--- src/asrc_pkg.sv ---
package asrc_pkg;
	localparam int ADDR_W = 16;
	localparam int DATA_W = 16;
	localparam int LANE_LO_MSB = 7;
	localparam int LANE_HI_LSB = 8;
	localparam int CLK_PERIOD_NS = 100;
	// fastest grade figures
	localparam int READ_CYCLE_NS = 10;
	localparam int WRITE_CYCLE_NS = 10;
	localparam int STROBE_WIDTH_DRIVE_OFF_NS = 7;
	localparam int STROBE_WIDTH_WITH_DRIVE_ON_NS = 10;
	localparam int DATA_OVERLAP_NS = 5;
	localparam int ACCESS_NS = 10;
	// least times round up, never under one cycle
	function automatic int asrc_min_cycles(input int ns);
		int c;
		c = (ns + CLK_PERIOD_NS - 1) / CLK_PERIOD_NS;
		return (c < 1) ? 1 : c;
	endfunction : asrc_min_cycles
	localparam int STROBE_CYC = asrc_min_cycles(STROBE_WIDTH_WITH_DRIVE_ON_NS);
	localparam int GAP_CYC = asrc_min_cycles(READ_CYCLE_NS);
	localparam int ACCESS_CYC = asrc_min_cycles(ACCESS_NS);
	localparam logic [3:0] CNT_ONE = 4'h1;

	typedef struct packed {
		logic              write;
		logic [1:0]        laneEn;
		logic [ADDR_W-1:0] wordIndex;
		logic [DATA_W-1:0] wrData;
	} asrc_req_t;

	typedef struct packed {
		logic              selectN;
		logic              strobeN;
		logic              driveN;
		logic              lowLaneEnableN;
		logic              highLaneEnableN;
		logic [ADDR_W-1:0] wordIndex;
	} asrc_pins_t;

	typedef enum logic [4:0] {
		ST_IDLE   = 5'h01,
		ST_SETUP  = 5'h02,
		ST_STROBE = 5'h04,
		ST_SAMPLE = 5'h08,
		ST_GAP    = 5'h10
	} asrc_state_t;
endpackage : asrc_pkg

--- src/asrc_counter.sv ---
`timescale 1ns/1ns
module asrc_counter
	import asrc_pkg::*;
(
	input  wire logic       clk,
	input  wire logic       arst_n,
	input  wire logic       load,
	input  wire logic [3:0] loadVal,
	output logic            done
);
	logic [3:0] count_r;

	always_ff @(posedge clk or negedge arst_n) begin
		if (!arst_n) begin
			count_r <= 4'h0;
		end else if (load) begin
			count_r <= loadVal;
		end else if (count_r != 4'h0) begin
			count_r <= count_r - CNT_ONE;
		end
	end

	assign done = (count_r <= CNT_ONE) && !load;
endmodule : asrc_counter

--- src/asrc_host.sv ---
// What this block does
// RQ1 - drives 16-bit word index and shares one 16-bit data bus
// RQ2 - memory has no clock; host shapes every cycle by pin levels
// RQ3 - each byte lane has its own active-low enable
// RQ4 - select held high while idle puts memory in standby
// RQ5 - store strobe high with drive high floats the memory lanes
// RQ6 - read: drive low, strobe high, only enabled lanes return data
// RQ7 - write: only lanes with low enable take data
// RQ8 - store strobe stays high for the whole read cycle
// RQ9 - write happens only while select, strobe and lane enable are low
// RQ10 - write opens on later fall of select or strobe
// RQ11 - write closes on earlier rise of select or strobe
// RQ12 - select falling with or after strobe keeps memory outputs floating
// RQ13 - host never drives the bus while memory output drive is on
// RQ14 - after a write, reads return the newly addressed word
// RQ15 - strobe pulse at least 10 ns with drive low, 7 ns otherwise
// RQ16 - at least 10 ns between successive reads and writes
// RQ17 - disabled lane keeps its old contents in a partial write
`timescale 1ns/1ns
module asrc_host
	import asrc_pkg::*;
(
	input  wire logic              clk,
	input  wire logic              arst_n,
	input  wire logic              reqValid,
	output logic                   reqReady,
	input  wire asrc_req_t         req,
	output logic                   rdValid,
	output logic [DATA_W-1:0]      rdData,
	output asrc_pins_t             pins,
	input  wire logic [DATA_W-1:0] sharedDataLinesIn,
	output logic [DATA_W-1:0]      sharedDataLinesOut,
	output logic [DATA_W-1:0]      sharedDataLinesOe
);
	asrc_state_t state_r;
	asrc_state_t state_nxt;
	asrc_req_t   cur_r;
	logic        cntLoad;
	logic [3:0]  cntVal;
	logic        cntDone;
	logic        rdValid_r;
	logic [DATA_W-1:0] rdData_r;
	logic        selectN_r;
	logic        strobeN_r;
	logic        driveN_r;
	logic        laneLoN_r;
	logic        laneHiN_r;
	logic [ADDR_W-1:0] wordIndex_r;
	logic [DATA_W-1:0] dOut_r;
	logic [DATA_W-1:0] dOe_r;

	function automatic logic [DATA_W-1:0] asrc_lane_mask(input logic [1:0] en);
		return {{(DATA_W-LANE_HI_LSB){en[1]}}, {(LANE_LO_MSB+1){en[0]}}};
	endfunction : asrc_lane_mask

	function automatic logic asrc_in_access(input asrc_state_t s);
		return (s == ST_STROBE) || (s == ST_SAMPLE);
	endfunction : asrc_in_access

	asrc_counter u_cnt (
		.clk     (clk),
		.arst_n  (arst_n),
		.load    (cntLoad),
		.loadVal (cntVal),
		.done    (cntDone)
	);

	// one transfer at a time: a new request waits until the gap has run out
	assign reqReady = (state_r == ST_IDLE);

	always_comb begin
		state_nxt = state_r;
		cntLoad = 1'b0;
		cntVal = 4'h0;
		case (state_r)
			ST_IDLE: begin
				if (reqValid) begin
					state_nxt = ST_SETUP;
				end
			end
			ST_SETUP: begin
				state_nxt = ST_STROBE;
				cntLoad = 1'b1;
				cntVal = cur_r.write ? 4'(STROBE_CYC) : 4'(ACCESS_CYC); // [RQ15]
			end
			ST_STROBE: begin
				if (cntDone) begin
					state_nxt = ST_SAMPLE;
				end
			end
			ST_SAMPLE: begin
				state_nxt = ST_GAP;
				cntLoad = 1'b1;
				cntVal = 4'(GAP_CYC); // [RQ16]
			end
			ST_GAP: begin
				if (cntDone) begin
					state_nxt = ST_IDLE;
				end
			end
			default: begin
				state_nxt = ST_IDLE;
			end
		endcase
	end

	always_ff @(posedge clk or negedge arst_n) begin
		if (!arst_n) begin
			state_r <= ST_IDLE;
		end else begin
			state_r <= state_nxt;
		end
	end

	always_ff @(posedge clk or negedge arst_n) begin
		if (!arst_n) begin
			cur_r <= '0;
		end else if (state_r == ST_IDLE && reqValid) begin
			cur_r <= req;
		end
	end

	// select and strobe fall on the same edge: a write opens there and the memory
	// outputs never leave high impedance during it
	always_ff @(posedge clk or negedge arst_n) begin
		if (!arst_n) begin
			selectN_r <= 1'b1; // [RQ4]
		end else if (asrc_in_access(state_nxt)) begin
			selectN_r <= 1'b0; // [RQ10]
		end else begin
			selectN_r <= 1'b1; // [RQ11] [RQ4]
		end
	end

	// a read keeps the strobe high throughout; a write holds it low for the whole access
	always_ff @(posedge clk or negedge arst_n) begin
		if (!arst_n) begin
			strobeN_r <= 1'b1;
		end else if (asrc_in_access(state_nxt)) begin
			strobeN_r <= !cur_r.write; // [RQ8] [RQ9] [RQ12] [RQ15]
		end else begin
			strobeN_r <= 1'b1;
		end
	end

	// output drive stays high on writes; the write strobe is still sized from the 10 ns drive-on figure, not the 7 ns one
	always_ff @(posedge clk or negedge arst_n) begin
		if (!arst_n) begin
			driveN_r <= 1'b1;
		end else if (asrc_in_access(state_nxt)) begin
			driveN_r <= cur_r.write; // [RQ6]
		end else begin
			driveN_r <= 1'b1; // [RQ5]
		end
	end

	// index and lanes come from the request taken on this very edge
	always_ff @(posedge clk or negedge arst_n) begin
		if (!arst_n) begin
			wordIndex_r <= '0;
		end else if (state_nxt == ST_SETUP) begin
			wordIndex_r <= req.wordIndex; // [RQ1]
		end
	end

	always_ff @(posedge clk or negedge arst_n) begin
		if (!arst_n) begin
			laneLoN_r <= 1'b1;
			laneHiN_r <= 1'b1;
		end else if (state_nxt == ST_SETUP) begin
			laneLoN_r <= !req.laneEn[0]; // [RQ3]
			laneHiN_r <= !req.laneEn[1]; // [RQ17]
		end else if (!asrc_in_access(state_nxt)) begin
			laneLoN_r <= 1'b1;
			laneHiN_r <= 1'b1;
		end
	end

	// write data sits on the bus from setup until the host is idle again,
	// well past the closing edge of select and strobe
	always_ff @(posedge clk or negedge arst_n) begin
		if (!arst_n) begin
			dOut_r <= '0;
		end else if (state_nxt == ST_SETUP && req.write) begin
			dOut_r <= req.wrData;
		end
	end

	// host drives only enabled lanes of a write, never during a read
	always_ff @(posedge clk or negedge arst_n) begin
		if (!arst_n) begin
			dOe_r <= '0;
		end else if (state_nxt == ST_SETUP && req.write) begin
			dOe_r <= asrc_lane_mask(req.laneEn); // [RQ7]
		end else if (state_nxt == ST_SETUP || state_nxt == ST_IDLE) begin
			dOe_r <= '0; // [RQ13]
		end
	end

	always_ff @(posedge clk or negedge arst_n) begin
		if (!arst_n) begin
			rdValid_r <= 1'b0;
		end else begin
			rdValid_r <= (state_r == ST_SAMPLE) && !cur_r.write;
		end
	end

	// disabled read lanes float at the memory, so they are masked to zero here
	always_ff @(posedge clk or negedge arst_n) begin
		if (!arst_n) begin
			rdData_r <= '0;
		end else if (state_r == ST_SAMPLE && !cur_r.write) begin
			rdData_r <= sharedDataLinesIn & asrc_lane_mask(cur_r.laneEn); // [RQ14]
		end
	end

	assign pins = '{selectN: selectN_r, strobeN: strobeN_r, driveN: driveN_r,
		lowLaneEnableN: laneLoN_r, highLaneEnableN: laneHiN_r, wordIndex: wordIndex_r}; // [RQ2]
	assign sharedDataLinesOut = dOut_r;
	assign sharedDataLinesOe = dOe_r;
	assign rdValid = rdValid_r;
	assign rdData = rdData_r;
endmodule : asrc_host

--- config.mk ---
export PLATFORM = sky130hd
export DESIGN_NAME = asrc_host
export DESIGN_NICKNAME = d
export VERILOG_FILES = /design/src/asrc_pkg.sv /design/src/asrc_counter.sv /design/src/asrc_host.sv
export SDC_FILE = /design/constraint.sdc
export NUM_CORES = 1
export LEC_CHECK = 0
export BUFFER_PORTS_ARGS = -buffer_cell sky130_fd_sc_hd__buf_2
export CAP_MARGIN = 5
export CORE_MARGIN = 3
export CORE_UTILIZATION = 39
export DETAILED_ROUTE_END_ITERATION = 6
export PLACE_DENSITY_LB_ADDON = 0.08
export SYNTH_ARGS = -nofsm -noshare
export SYNTH_HDL_FRONTEND = slang
export SYNTH_SLANG_ARGS = --single-unit
--- constraint.sdc ---
create_clock -name clk -period 3.67 [get_ports clk]
set_clock_uncertainty 0.05 [all_clocks]
set_input_delay 0.734 -clock clk [delete_from_list [all_inputs] [get_ports clk]]
set_output_delay 0.734 -clock clk [all_outputs]
set_load 0.1 [all_outputs]
==> metrics.txt, run 1 <==
# TYPE chip_impl_metric gauge
chip_impl_info{name="clock_tree.root_cell",value="clkbuf_8"} 1
chip_impl_metric{name="drt-wirelength-per-cell",unit="um"} 13.7
chip_impl_info{name="r2r-end",value="sharedDataLinesOut[4]"} 1
chip_impl_metric{name="synth.cell_area",unit="um^2"} 2940
chip_impl_metric{name="ys_warn_count",unit=""} 0
chip_impl_info{name="final_cell_mix",value="buf_2, dfrtp_1, nand2_1"} 1
chip_impl_metric{name="async_flop_share",unit="%"} 100
chip_impl_info{name="critPathLaunchType",value="register"} 1
chip_impl_info{name="tritoncts",value="yes"} 1
chip_impl_metric{name="synth_cell_types",unit=""} 37
chip_impl_metric{name="post_cts.repair.setup_buffers",unit=""} 0
chip_impl_info{name="grt_setup_unrepaired",value="no"} 1
chip_impl_metric{name="setup_slack_reg_to_reg",unit="ns"} 1.27
chip_impl_metric{name="core_area",unit="um^2"} 7060
chip_impl_metric{name="final_net_count",unit=""} 411
chip_impl_info{name="synthDominantAreaCellType",value="dfrtp_1"} 1
chip_impl_metric{name="syn_nets",unit=""} 304
chip_impl_metric{name="detail_route.drc_violations",unit=""} 0
chip_impl_info{name="dominantRegCellSynth",value="dfrtp_1"} 1
chip_impl_metric{name="post_placement_worst_setup_slack",unit="ns"} 1.25
chip_impl_metric{name="clock-sinks",unit=""} 68
chip_impl_metric{name="finalWeightedCongestion",unit=""} 0.730
chip_impl_metric{name="grt_max_degree",unit=""} 34
chip_impl_metric{name="fp.dieH",unit="um"} 92.8
chip_impl_metric{name="synth-seq-cells",unit=""} 68
chip_impl_metric{name="timing_worst_slew_pin_value",unit="ns"} 0.841
chip_impl_metric{name="synthesized_area_fraction_occupied_by_xor_and_xnor_cells",unit="%"} 0.597
chip_impl_metric{name="clkTransAtPathRegs",unit="ns"} 0.07
chip_impl_info{name="dominant_combinational_cell_family_by_area_after_synthesis",value="multiplexers"} 1
chip_impl_metric{name="route.antenna.remaining_nets",unit=""} 0
chip_impl_info{name="synth_area_leaders",value="dfrtp_1, mux2_2, dfstp_2"} 1
chip_impl_metric{name="first_iter_violations",unit=""} 80
chip_impl_metric{name="grt_pass1_wl",unit="um"} 10200
chip_impl_info{name="critical_path_class",value="register to output pin"} 1
chip_impl_metric{name="initial_utilization",unit="%"} 41.6
chip_impl_metric{name="final-hold-violation-count",unit=""} 0
chip_impl_metric{name="post_synthesis_simple_gate_area_fraction",unit="%"} 11.8
chip_impl_metric{name="netlist.area_leader.share",unit="%"} 52.9
chip_impl_metric{name="finalWorstSetupSlack",unit="ns"} 1.09
chip_impl_metric{name="routed_via_density",unit=""} 4.68
chip_impl_metric{name="syn_area_per_cell",unit="um^2"} 11.9
chip_impl_metric{name="synth_enable_flop_cells",unit=""} 0
chip_impl_metric{name="grt_pass1_vias",unit=""} 2039
chip_impl_metric{name="max-slew-margin-rel",unit="%"} 43.9
chip_impl_metric{name="multiplexer_share_of_the_synthesized_area",unit="%"} 13.4
chip_impl_info{name="path_cells",value="or2_4 -> nor3_4 -> buf_2"} 1
chip_impl_metric{name="worst_r2r_path_depth",unit=""} 6
chip_impl_metric{name="synthCells",unit=""} 247
chip_impl_metric{name="area.growth.synth_to_final",unit="%"} 26.7
chip_impl_metric{name="antenna_cells_inserted",unit=""} 0
chip_impl_metric{name="routed_wirelength",unit="um"} 6240
chip_impl_metric{name="die_w",unit="um"} 92.8
chip_impl_metric{name="globalRouteTotalUtil",unit="%"} 15.3
chip_impl_metric{name="critical_path.max_fanout",unit=""} 13
chip_impl_metric{name="place.detailed.hpwl",unit="um"} 4650
chip_impl_metric{name="ys_seq_area_share",unit="%"} 58.2
chip_impl_metric{name="placementRows",unit=""} 30
chip_impl_metric{name="slew_violations",unit=""} 0
chip_impl_metric{name="firstDrtPassIters",unit=""} 4
chip_impl_metric{name="synth-compound-area-share",unit="%"} 6.44
chip_impl_metric{name="numCtsBuffers",unit=""} 9
chip_impl_metric{name="critical_path.max_stage_delay",unit="ns"} 0.51
chip_impl_info{name="r2r_start",value="state_r[1]"} 1
chip_impl_info{name="critPathCaptureType",value="output pin"} 1
chip_impl_metric{name="detailroute.via_count",unit=""} 2129
chip_impl_metric{name="cap_violations",unit=""} 0
chip_impl_metric{name="die-area",unit="um^2"} 8600
chip_impl_metric{name="grt_antenna_before_repair",unit=""} 0
chip_impl_info{name="hp-class",value="primary input to async pin"} 1
chip_impl_metric{name="timing.setup.tns",unit="ns"} 0
chip_impl_info{name="outcome",value="finished clean"} 1
chip_impl_info{name="mostFrequentLayoutCell",value="buf_2"} 1
chip_impl_metric{name="drive_gt1_share",unit="%"} 50.7
chip_impl_metric{name="ctsHoldBuffers",unit=""} 0
chip_impl_metric{name="required",unit="ns"} 2.89
chip_impl_metric{name="synth-adder-area-share",unit="%"} 1.28
chip_impl_metric{name="cp_data_arrival_time",unit="ns"} 1.79
chip_impl_metric{name="timing.final.setup_violations",unit=""} 0
chip_impl_metric{name="placement.io_buffers",unit=""} 124
chip_impl_metric{name="clk_path_buf_depth",unit=""} 2
chip_impl_metric{name="cts-htree-levels",unit=""} 3
chip_impl_metric{name="final.min_clock_period",unit="ns"} 2.58
chip_impl_metric{name="fmax",unit="MHz"} 388
chip_impl_metric{name="gr_overflow_total",unit=""} 0
chip_impl_info{name="worst_path_max_delay_cell",value="dfrtp_1"} 1
chip_impl_metric{name="floorplan.io_pins",unit=""} 125
chip_impl_metric{name="worst_skew_pair.late_latency",unit="ns"} 0.33
chip_impl_metric{name="min_period_over_period",unit="%"} 70.2
chip_impl_metric{name="cts_resized",unit=""} 0
-- logic make-up after synthesis --
logic type	count (synthesis)
AO/OA/AOI/OAI	32
XOR/XNOR	2
adder cells (fa/ha/maj)	3
buffers and inverters	38
flip-flops	68
multiplexers	35
AND/OR/NAND/NOR	69
-- state kept, by name, indices dropped and copies added (netlist names), 2 cells and up --
name                flops
cur_r                   3
rdData                 16
sharedDataLinesOe       2
sharedDataLinesOut     16
state_r                 5
u_cnt.count_r           4
wordIndex_r            16
-- metal layers --
layer	GRT usage, %	up-vias	share of wire, %
met5	0	-	0
met2	23.7	92	46
met1	19.1	996	43
li1	-	1032	-
met3	6.50	9	9.2
met4	5.62	0	1.6
-- worst max-delay path, delay by kind of cell (launching register included) --
kind | cells | cell delay, ns
buf+inv | 1 | 0.45
flops | 1 | 0.51
simple gates | 2 | 0.49
-- through the flow --
stage               hold WS (ns)  instances  utilization, %  area [um^2]
floorplan                  0.347        247               -         2940
global placement           0.408        439            49.4         3490
detailed placement         0.413        439            49.4         3490
CTS                        0.416        455            52.7         3720
global route               0.438        455            52.7         3720
finish                     0.405        455            52.7         3720
-- how the worst max path moves through the flow --
stage               start                endpoint  slack (ns)
6_report       state_r[1]                reqReady        1.09
5_1_grt        state_r[1]                reqReady        1.01
4_1_cts        state_r[1]                reqReady        1.07
3_5_place_dp   state_r[1]   sharedDataLinesOut[4]        1.25
3_3_place_gp   state_r[1]   sharedDataLinesOut[1]        1.27
2_1_floorplan  state_r[1]  sharedDataLinesOut[10]        1.13
-- cells in the mapped netlist, types with 6 or more instances --
master,instances
mux2_2,28
buf_4,19
a21oi_1,6
dfstp_2,6
clkbuf_1,6
nand2b_1,7
nor3_1,7
dfrtp_1,62
mux2_1,7
nand2_1,33
o21ai_0,17
nor2_1,7
-- area by class of cell --
| class | instances | area, um^2 |
|---|---|---|
| Fill cell | 687 | 3340 |
| Sequential cell | 68 | 1710 |
| Multi-Input combinational cell | 141 | 985 |
| Timing Repair Buffer | 128 | 651 |
| Clock buffer | 11 | 131 |
| Tap cell | 96 | 120 |
| Clock inverter | 5 | 100 |
| Inverter | 6 | 22.5 |
Power of run 1 is not shown: default switching activity piles up to over one toggle a cycle in this logic, so the estimate is an artifact.
==> run 2: changes to the inputs <==
Clock period 3.67 ns to 2.23 ns, I/O delays scaled along.
==> run 2 against run 1 <==
Effect of this change:
- non-clock buffer count increased by 1
- register-to-register slack got worse by 0.93 ns
- die area unchanged
- worst setup slack got worse by 0.94 ns
- clock-buffer cell count decreased by 2
- critical path type unchanged
==> metrics.txt, run 2 (same netlist as run 1, synthesis figures left out) <==
# TYPE chip_impl_metric gauge
chip_impl_metric{name="grt_pass1_vias",unit=""} 2046
chip_impl_metric{name="n_fill_cell",unit=""} 659
chip_impl_metric{name="finalWeightedCongestion",unit=""} 0.754
chip_impl_metric{name="max-slew-margin-rel",unit="%"} 53.5
chip_impl_metric{name="placed_cells",unit=""} 440
chip_impl_info{name="hp-class",value="primary input to async pin"} 1
chip_impl_metric{name="setup_slack_reg_to_reg",unit="ns"} 0.34
chip_impl_metric{name="route.antenna.remaining_nets",unit=""} 0
chip_impl_metric{name="post_layout_nonfiller_instances",unit=""} 456
chip_impl_metric{name="cap_violations",unit=""} 0
chip_impl_metric{name="numCtsBuffers",unit=""} 9
chip_impl_metric{name="final_core_utilization",unit="%"} 53.8
chip_impl_metric{name="detail_route.drc_violations",unit=""} 0
chip_impl_info{name="crit_start",value="state_r[0]"} 1
chip_impl_info{name="tritoncts",value="yes"} 1
chip_impl_metric{name="final.min_clock_period",unit="ns"} 2.08
chip_impl_info{name="critical_path_class",value="register to output pin"} 1
chip_impl_metric{name="drive_gt1_share",unit="%"} 53.9
chip_impl_metric{name="routed_via_density",unit=""} 4.73
chip_impl_metric{name="clk_path_buf_depth",unit=""} 2
chip_impl_metric{name="required",unit="ns"} 1.73
chip_impl_info{name="final_cell_mix",value="buf_2, dfrtp_1, nand2_1"} 1
chip_impl_info{name="grt_setup_unrepaired",value="no"} 1
chip_impl_metric{name="die-area",unit="um^2"} 8600
chip_impl_metric{name="first_iter_violations",unit=""} 100
chip_impl_metric{name="initial_utilization",unit="%"} 41.6
chip_impl_info{name="clock_tree.root_cell",value="clkbuf_8"} 1
chip_impl_metric{name="globalRouteTotalUtil",unit="%"} 14.7
chip_impl_metric{name="cts-htree-levels",unit=""} 3
chip_impl_metric{name="drt-wirelength-per-cell",unit="um"} 13.5
chip_impl_metric{name="place.detailed.hpwl",unit="um"} 4460
chip_impl_metric{name="detailroute.via_count",unit=""} 2159
chip_impl_info{name="critPathCaptureType",value="output pin"} 1
chip_impl_metric{name="worst_r2r_path_depth",unit=""} 6
chip_impl_metric{name="critical_path.max_fanout",unit=""} 8
chip_impl_metric{name="grt_antenna_before_repair",unit=""} 0
chip_impl_metric{name="core_area",unit="um^2"} 7060
chip_impl_metric{name="timing.setup.tns",unit="ns"} 0
chip_impl_metric{name="fmax",unit="MHz"} 481
chip_impl_metric{name="placement.io_buffers",unit=""} 124
chip_impl_metric{name="cp_data_arrival_time",unit="ns"} 1.58
chip_impl_metric{name="antenna_cells_inserted",unit=""} 0
chip_impl_info{name="mostFrequentLayoutCell",value="buf_2"} 1
chip_impl_info{name="timing.critical_path.to",value="reqReady"} 1
chip_impl_metric{name="area.growth.synth_to_final",unit="%"} 29.4
chip_impl_metric{name="timing_worst_slew_pin_value",unit="ns"} 0.692
chip_impl_metric{name="worst_skew_pair.late_latency",unit="ns"} 0.33
chip_impl_metric{name="final_net_count",unit=""} 412
chip_impl_metric{name="slew_violations",unit=""} 0
chip_impl_metric{name="grt_max_degree",unit=""} 69
chip_impl_metric{name="fp.dieH",unit="um"} 92.8
chip_impl_metric{name="clock-sinks",unit=""} 68
chip_impl_metric{name="firstDrtPassIters",unit=""} 4
chip_impl_metric{name="floorplan.io_pins",unit=""} 125
chip_impl_metric{name="routed_wirelength",unit="um"} 6170
chip_impl_info{name="r2r_start",value="state_r[0]"} 1
chip_impl_metric{name="clkTransAtPathRegs",unit="ns"} 0.08
chip_impl_metric{name="final-hold-violation-count",unit=""} 0
chip_impl_metric{name="gr_overflow_total",unit=""} 0
chip_impl_metric{name="ctsHoldBuffers",unit=""} 0
chip_impl_metric{name="grt_pass1_wl",unit="um"} 9880
chip_impl_info{name="r2r-end",value="sharedDataLinesOut[2]"} 1
chip_impl_metric{name="timing.final.setup_violations",unit=""} 0
chip_impl_info{name="outcome",value="finished clean"} 1
chip_impl_metric{name="die_w",unit="um"} 92.8
chip_impl_metric{name="placementRows",unit=""} 30
chip_impl_metric{name="min_period_over_period",unit="%"} 93.2
chip_impl_info{name="critPathLaunchType",value="register"} 1
-- run 2: changes by cell type in the layout (fill, tap and decap cells not counted), sizes merged --
| cell | change |
|---|---|
| clkbuf | -1 |
| clkinvlp | +1 |
| inv | +1 |
-- run 2: cell type report --
class	instances	area (um^2)	area share, %
Inverter	6	22.5	0.593
Sequential cell	68	1710	45.0
Clock inverter	7	124	3.26
Tap cell	96	120	3.16
Timing Repair Buffer	129	673	17.7
Multi-Input combinational cell	141	1020	27.0
Clock buffer	9	124	3.26
-- run 2: critical path: stages, from the launching register on --
cell and delay [ns]:
dfstp_2 0.62, nand2b_4 0.07, nor3_4 0.19, clkbuf_4 0.37
-- run 2: metrics by stage --
step / cell area [um^2] / hold slack (ns) / setup slack (ns)
floorplan: 2980 / 0.100 / -0.308
global placement: 3550 / 0.404 / 0.398
detailed placement: 3550 / 0.414 / 0.353
CTS: 3790 / 0.0731 / 0.0328
global route: 3800 / 0.0956 / 0.0661
finish: 3800 / 0.0542 / 0.151
-- run 2: how the worst min path moves through the flow --
stage | start | endpoint | depth (start not counted)
after global placement | cur_r[34] | strobeN_r | 1
after floorplan | arst_n | cur_r[32] | 0
after CTS | arst_n | rdData[9] | 2
after global routing | arst_n | u_cnt.count_r[3] | 2
final | arst_n | state_r[2] | 2
after detailed placement | cur_r[34] | strobeN_r | 1
-- run 2: routing by layer --
metal	global-route usage [%]	vias to the layer above	share of wire, %
li1	-	1036	-
met1	19.7	1025	45
met2	22.0	90	45
met3	4.47	8	8.5
met4	6.59	0	1.4
met5	0	-	0
-- run 2: what timing repair did --
action / in CTS / in global routing
setup buffers: 0 / 0
setup endpoints to repair: 0 / 1
gates resized for setup: 0 / 1
Power of run 2 is left out for the same reason.
==> run 3: changes to the inputs <==
Settings changed: ABC_AREA set to 1.
==> run 3 against run 2 <==
Effect of this change:
- sequential share of layout area up 1.6 points
- routed wire length up 8.4%
- cell area decreased by 3.4%
- cell count increased by 16%
- worst setup slack improved by 0.033 ns
- non-clock buffer count down 2
==> metrics.txt, run 3 <==
# TYPE chip_impl_metric gauge
chip_impl_info{name="outcome",value="finished clean"} 1
chip_impl_metric{name="final-hold-violation-count",unit=""} 0
chip_impl_info{name="final_cell_mix",value="nand2_1, buf_2, dfrtp_1"} 1
chip_impl_info{name="synth_area_leaders",value="dfrtp_1, nand2_1, dfstp_2"} 1
chip_impl_info{name="crit_start",value="state_r[4]"} 1
chip_impl_metric{name="synth_cell_types",unit=""} 27
chip_impl_metric{name="finalWeightedCongestion",unit=""} 0.772
chip_impl_metric{name="placement.io_buffers",unit=""} 124
chip_impl_metric{name="floorplan.io_pins",unit=""} 125
chip_impl_metric{name="grt_pass1_wl",unit="um"} 10900
chip_impl_metric{name="synthCells",unit=""} 319
chip_impl_info{name="critPathCaptureType",value="output pin"} 1
chip_impl_metric{name="placed_cells",unit=""} 511
chip_impl_metric{name="synth-adder-area-share",unit="%"} 1.29
chip_impl_metric{name="timing_worst_slew_pin_value",unit="ns"} 0.582
chip_impl_metric{name="fmax",unit="MHz"} 489
chip_impl_info{name="mostFrequentLayoutCell",value="nand2_1"} 1
chip_impl_metric{name="max-slew-margin-rel",unit="%"} 61.2
chip_impl_metric{name="critical_path.max_stage_delay",unit="ns"} 0.43
chip_impl_info{name="clock_tree.root_cell",value="clkbuf_8"} 1
chip_impl_metric{name="ctsHoldBuffers",unit=""} 0
chip_impl_info{name="dominantRegCellSynth",value="dfrtp_1"} 1
chip_impl_metric{name="n_fill_cell",unit=""} 683
chip_impl_metric{name="syn_nets",unit=""} 376
chip_impl_metric{name="finalWorstSetupSlack",unit="ns"} 0.185
chip_impl_metric{name="clk_path_buf_depth",unit=""} 2
chip_impl_info{name="cpLargestDelayFamily",value="buffers and inverters"} 1
chip_impl_metric{name="ys_warn_count",unit=""} 0
chip_impl_metric{name="critical_path.max_fanout",unit=""} 4
chip_impl_metric{name="synth-seq-cells",unit=""} 68
chip_impl_metric{name="drive_gt1_share",unit="%"} 36.9
chip_impl_metric{name="place.detailed.hpwl",unit="um"} 4580
chip_impl_metric{name="cap_violations",unit=""} 0
chip_impl_metric{name="clock-sinks",unit=""} 68
chip_impl_metric{name="synth.cell_area",unit="um^2"} 2920
chip_impl_metric{name="synth_enable_flop_cells",unit=""} 0
chip_impl_metric{name="timing.setup.tns",unit="ns"} 0
chip_impl_metric{name="clkTransAtPathRegs",unit="ns"} 0.07
chip_impl_metric{name="globalRouteTotalUtil",unit="%"} 16.0
chip_impl_metric{name="netlist.area_leader.share",unit="%"} 53.1
chip_impl_metric{name="timing.final.setup_violations",unit=""} 0
chip_impl_metric{name="route.antenna.remaining_nets",unit=""} 0
chip_impl_info{name="hp-class",value="primary input to async pin"} 1
chip_impl_info{name="r2r_start",value="state_r[4]"} 1
chip_impl_metric{name="fp.dieH",unit="um"} 92.5
chip_impl_metric{name="worst_skew_pair.late_latency",unit="ns"} 0.33
chip_impl_metric{name="core_area",unit="um^2"} 7020
chip_impl_info{name="synthTopCellsByCount",value="nand2_1, dfrtp_1, nand3_1, o21ai_0, buf_4"} 1
chip_impl_metric{name="die-area",unit="um^2"} 8560
chip_impl_metric{name="multiplexer_share_of_the_synthesized_area",unit="%"} 0
chip_impl_metric{name="routed_via_density",unit=""} 4.48
chip_impl_metric{name="detailroute.via_count",unit=""} 2362
chip_impl_info{name="timing.critical_path.to",value="reqReady"} 1
chip_impl_info{name="grt_setup_unrepaired",value="no"} 1
chip_impl_metric{name="area.growth.synth_to_final",unit="%"} 25.6
chip_impl_metric{name="synthesized_area_fraction_occupied_by_xor_and_xnor_cells",unit="%"} 0.600
chip_impl_metric{name="timing.critical_path.depth",unit=""} 4
chip_impl_metric{name="post_cts.repair.setup_buffers",unit=""} 0
chip_impl_metric{name="post_layout_nonfiller_instances",unit=""} 527
chip_impl_metric{name="initial_utilization",unit="%"} 41.6
chip_impl_info{name="tritoncts",value="yes"} 1
chip_impl_metric{name="drt-wirelength-per-cell",unit="um"} 12.7
chip_impl_metric{name="die_w",unit="um"} 92.5
chip_impl_metric{name="firstDrtPassIters",unit=""} 6
chip_impl_metric{name="cts_resized",unit=""} 0
chip_impl_metric{name="required",unit="ns"} 1.73
chip_impl_metric{name="detail_route.drc_violations",unit=""} 0
chip_impl_metric{name="syn_area_per_cell",unit="um^2"} 9.15
chip_impl_metric{name="cts-htree-levels",unit=""} 3
chip_impl_metric{name="min_period_over_period",unit="%"} 91.7
chip_impl_info{name="critPathLaunchType",value="register"} 1
chip_impl_info{name="r2r-end",value="sharedDataLinesOe[14]"} 1
chip_impl_metric{name="slew_violations",unit=""} 0
chip_impl_info{name="path_cells",value="inv_1 -> nand4_2 -> inv_2 -> buf_2"} 1
chip_impl_metric{name="post_synthesis_simple_gate_area_fraction",unit="%"} 24.9
chip_impl_metric{name="grt_max_degree",unit=""} 69
chip_impl_metric{name="stdcell_area",unit="um^2"} 3670
chip_impl_metric{name="async_flop_share",unit="%"} 100
chip_impl_metric{name="cp_num_buf_inv",unit=""} 3
chip_impl_metric{name="antenna_cells_inserted",unit=""} 0
chip_impl_metric{name="final.min_clock_period",unit="ns"} 2.05
chip_impl_metric{name="grt_pass1_vias",unit=""} 2334
chip_impl_info{name="critical_path_class",value="register to output pin"} 1
chip_impl_metric{name="grt_antenna_before_repair",unit=""} 0
chip_impl_metric{name="final_net_count",unit=""} 483
chip_impl_metric{name="gr_overflow_total",unit=""} 0
chip_impl_metric{name="setup_slack_reg_to_reg",unit="ns"} 0.47
chip_impl_metric{name="placementRows",unit=""} 30
chip_impl_info{name="dominant_combinational_cell_family_by_area_after_synthesis",value="simple AND/OR/NAND/NOR gates"} 1
chip_impl_metric{name="ys_seq_area_share",unit="%"} 58.5
chip_impl_metric{name="worst_r2r_path_depth",unit=""} 9
chip_impl_metric{name="placedInstanceArea",unit="um^2"} 3480
chip_impl_info{name="synthDominantAreaCellType",value="dfrtp_1"} 1
chip_impl_metric{name="routed_wirelength",unit="um"} 6680
chip_impl_metric{name="first_iter_violations",unit=""} 93
chip_impl_info{name="worst_path_max_delay_cell",value="buf_2"} 1
chip_impl_metric{name="cp_data_arrival_time",unit="ns"} 1.55
chip_impl_metric{name="numCtsBuffers",unit=""} 9
chip_impl_metric{name="post_placement_worst_setup_slack",unit="ns"} 0.480
chip_impl_info{name="top_count_cell_post_synth",value="nand2_1"} 1
chip_impl_metric{name="synth-compound-area-share",unit="%"} 4.63
run 3: cell count changes in the layout (fill, tap and decap cells not counted), sizes merged, moves of 3 or more:
cell	previous run	this run
nor2	7	14
a21oi	6	2
nand4	0	4
inv	7	17
o21ai	17	21
or2	3	0
nand2b	7	0
nand2	34	131
nor4b	3	0
nand3	0	23
nor3	8	0
or3	3	0
mux2	35	0
run 3: how the worst min path moves through the flow:
stage | from | endpoint | slack [ns] | depth (start not counted)
finish | arst_n | u_cnt.count_r[1] | 0.06 | 2
global route | arst_n | rdData[13] | 0.08 | 2
global placement | wordIndex_r[1] | wordIndex_r[1] | 0.41 | 2
detailed placement | sharedDataLinesOut[13] | sharedDataLinesOut[13] | 0.41 | 2
floorplan | arst_n | cur_r[32] | 0.10 | 0
CTS | arst_n | rdData[8] | 0.07 | 2
run 3: cells by family after synthesis:
group	after synthesis
buf+inv	48
simple gates	172
xor+xnor	2
compound gates	26
fa+ha+maj	3
flops	68
run 3: metrics by stage:
step           hold slack, ns  util, %
3_3_place_gp            0.412     49.5
4_1_cts                0.0738     52.3
6_report               0.0584     52.3
3_5_place_dp            0.410     49.5
5_1_grt                0.0830     52.3
2_1_floorplan           0.100        -
run 3: per-layer routing:
layer / track usage, % / vias up / share of wire [%]
met5: 0 / - / 0
met4: 7.43 / 0 / 1.0
met1: 20.8 / 1080 / 45
met3: 4.31 / 5 / 7.5
li1: - / 1198 / -
met2: 25.1 / 79 / 46
run 3: area by class of cell:
cell class / count / area, um^2 / area share, %
clock buffer: 10 / 128 / 3.48
clock inverter: 6 / 63.8 / 1.74
inverter: 17 / 73.8 / 2.01
multi-input combinational: 203 / 918 / 25.0
sequential: 68 / 1710 / 46.6
tap: 96 / 120 / 3.27
timing repair buffer: 127 / 656 / 17.9
Power of run 3 is left out for the same reason.
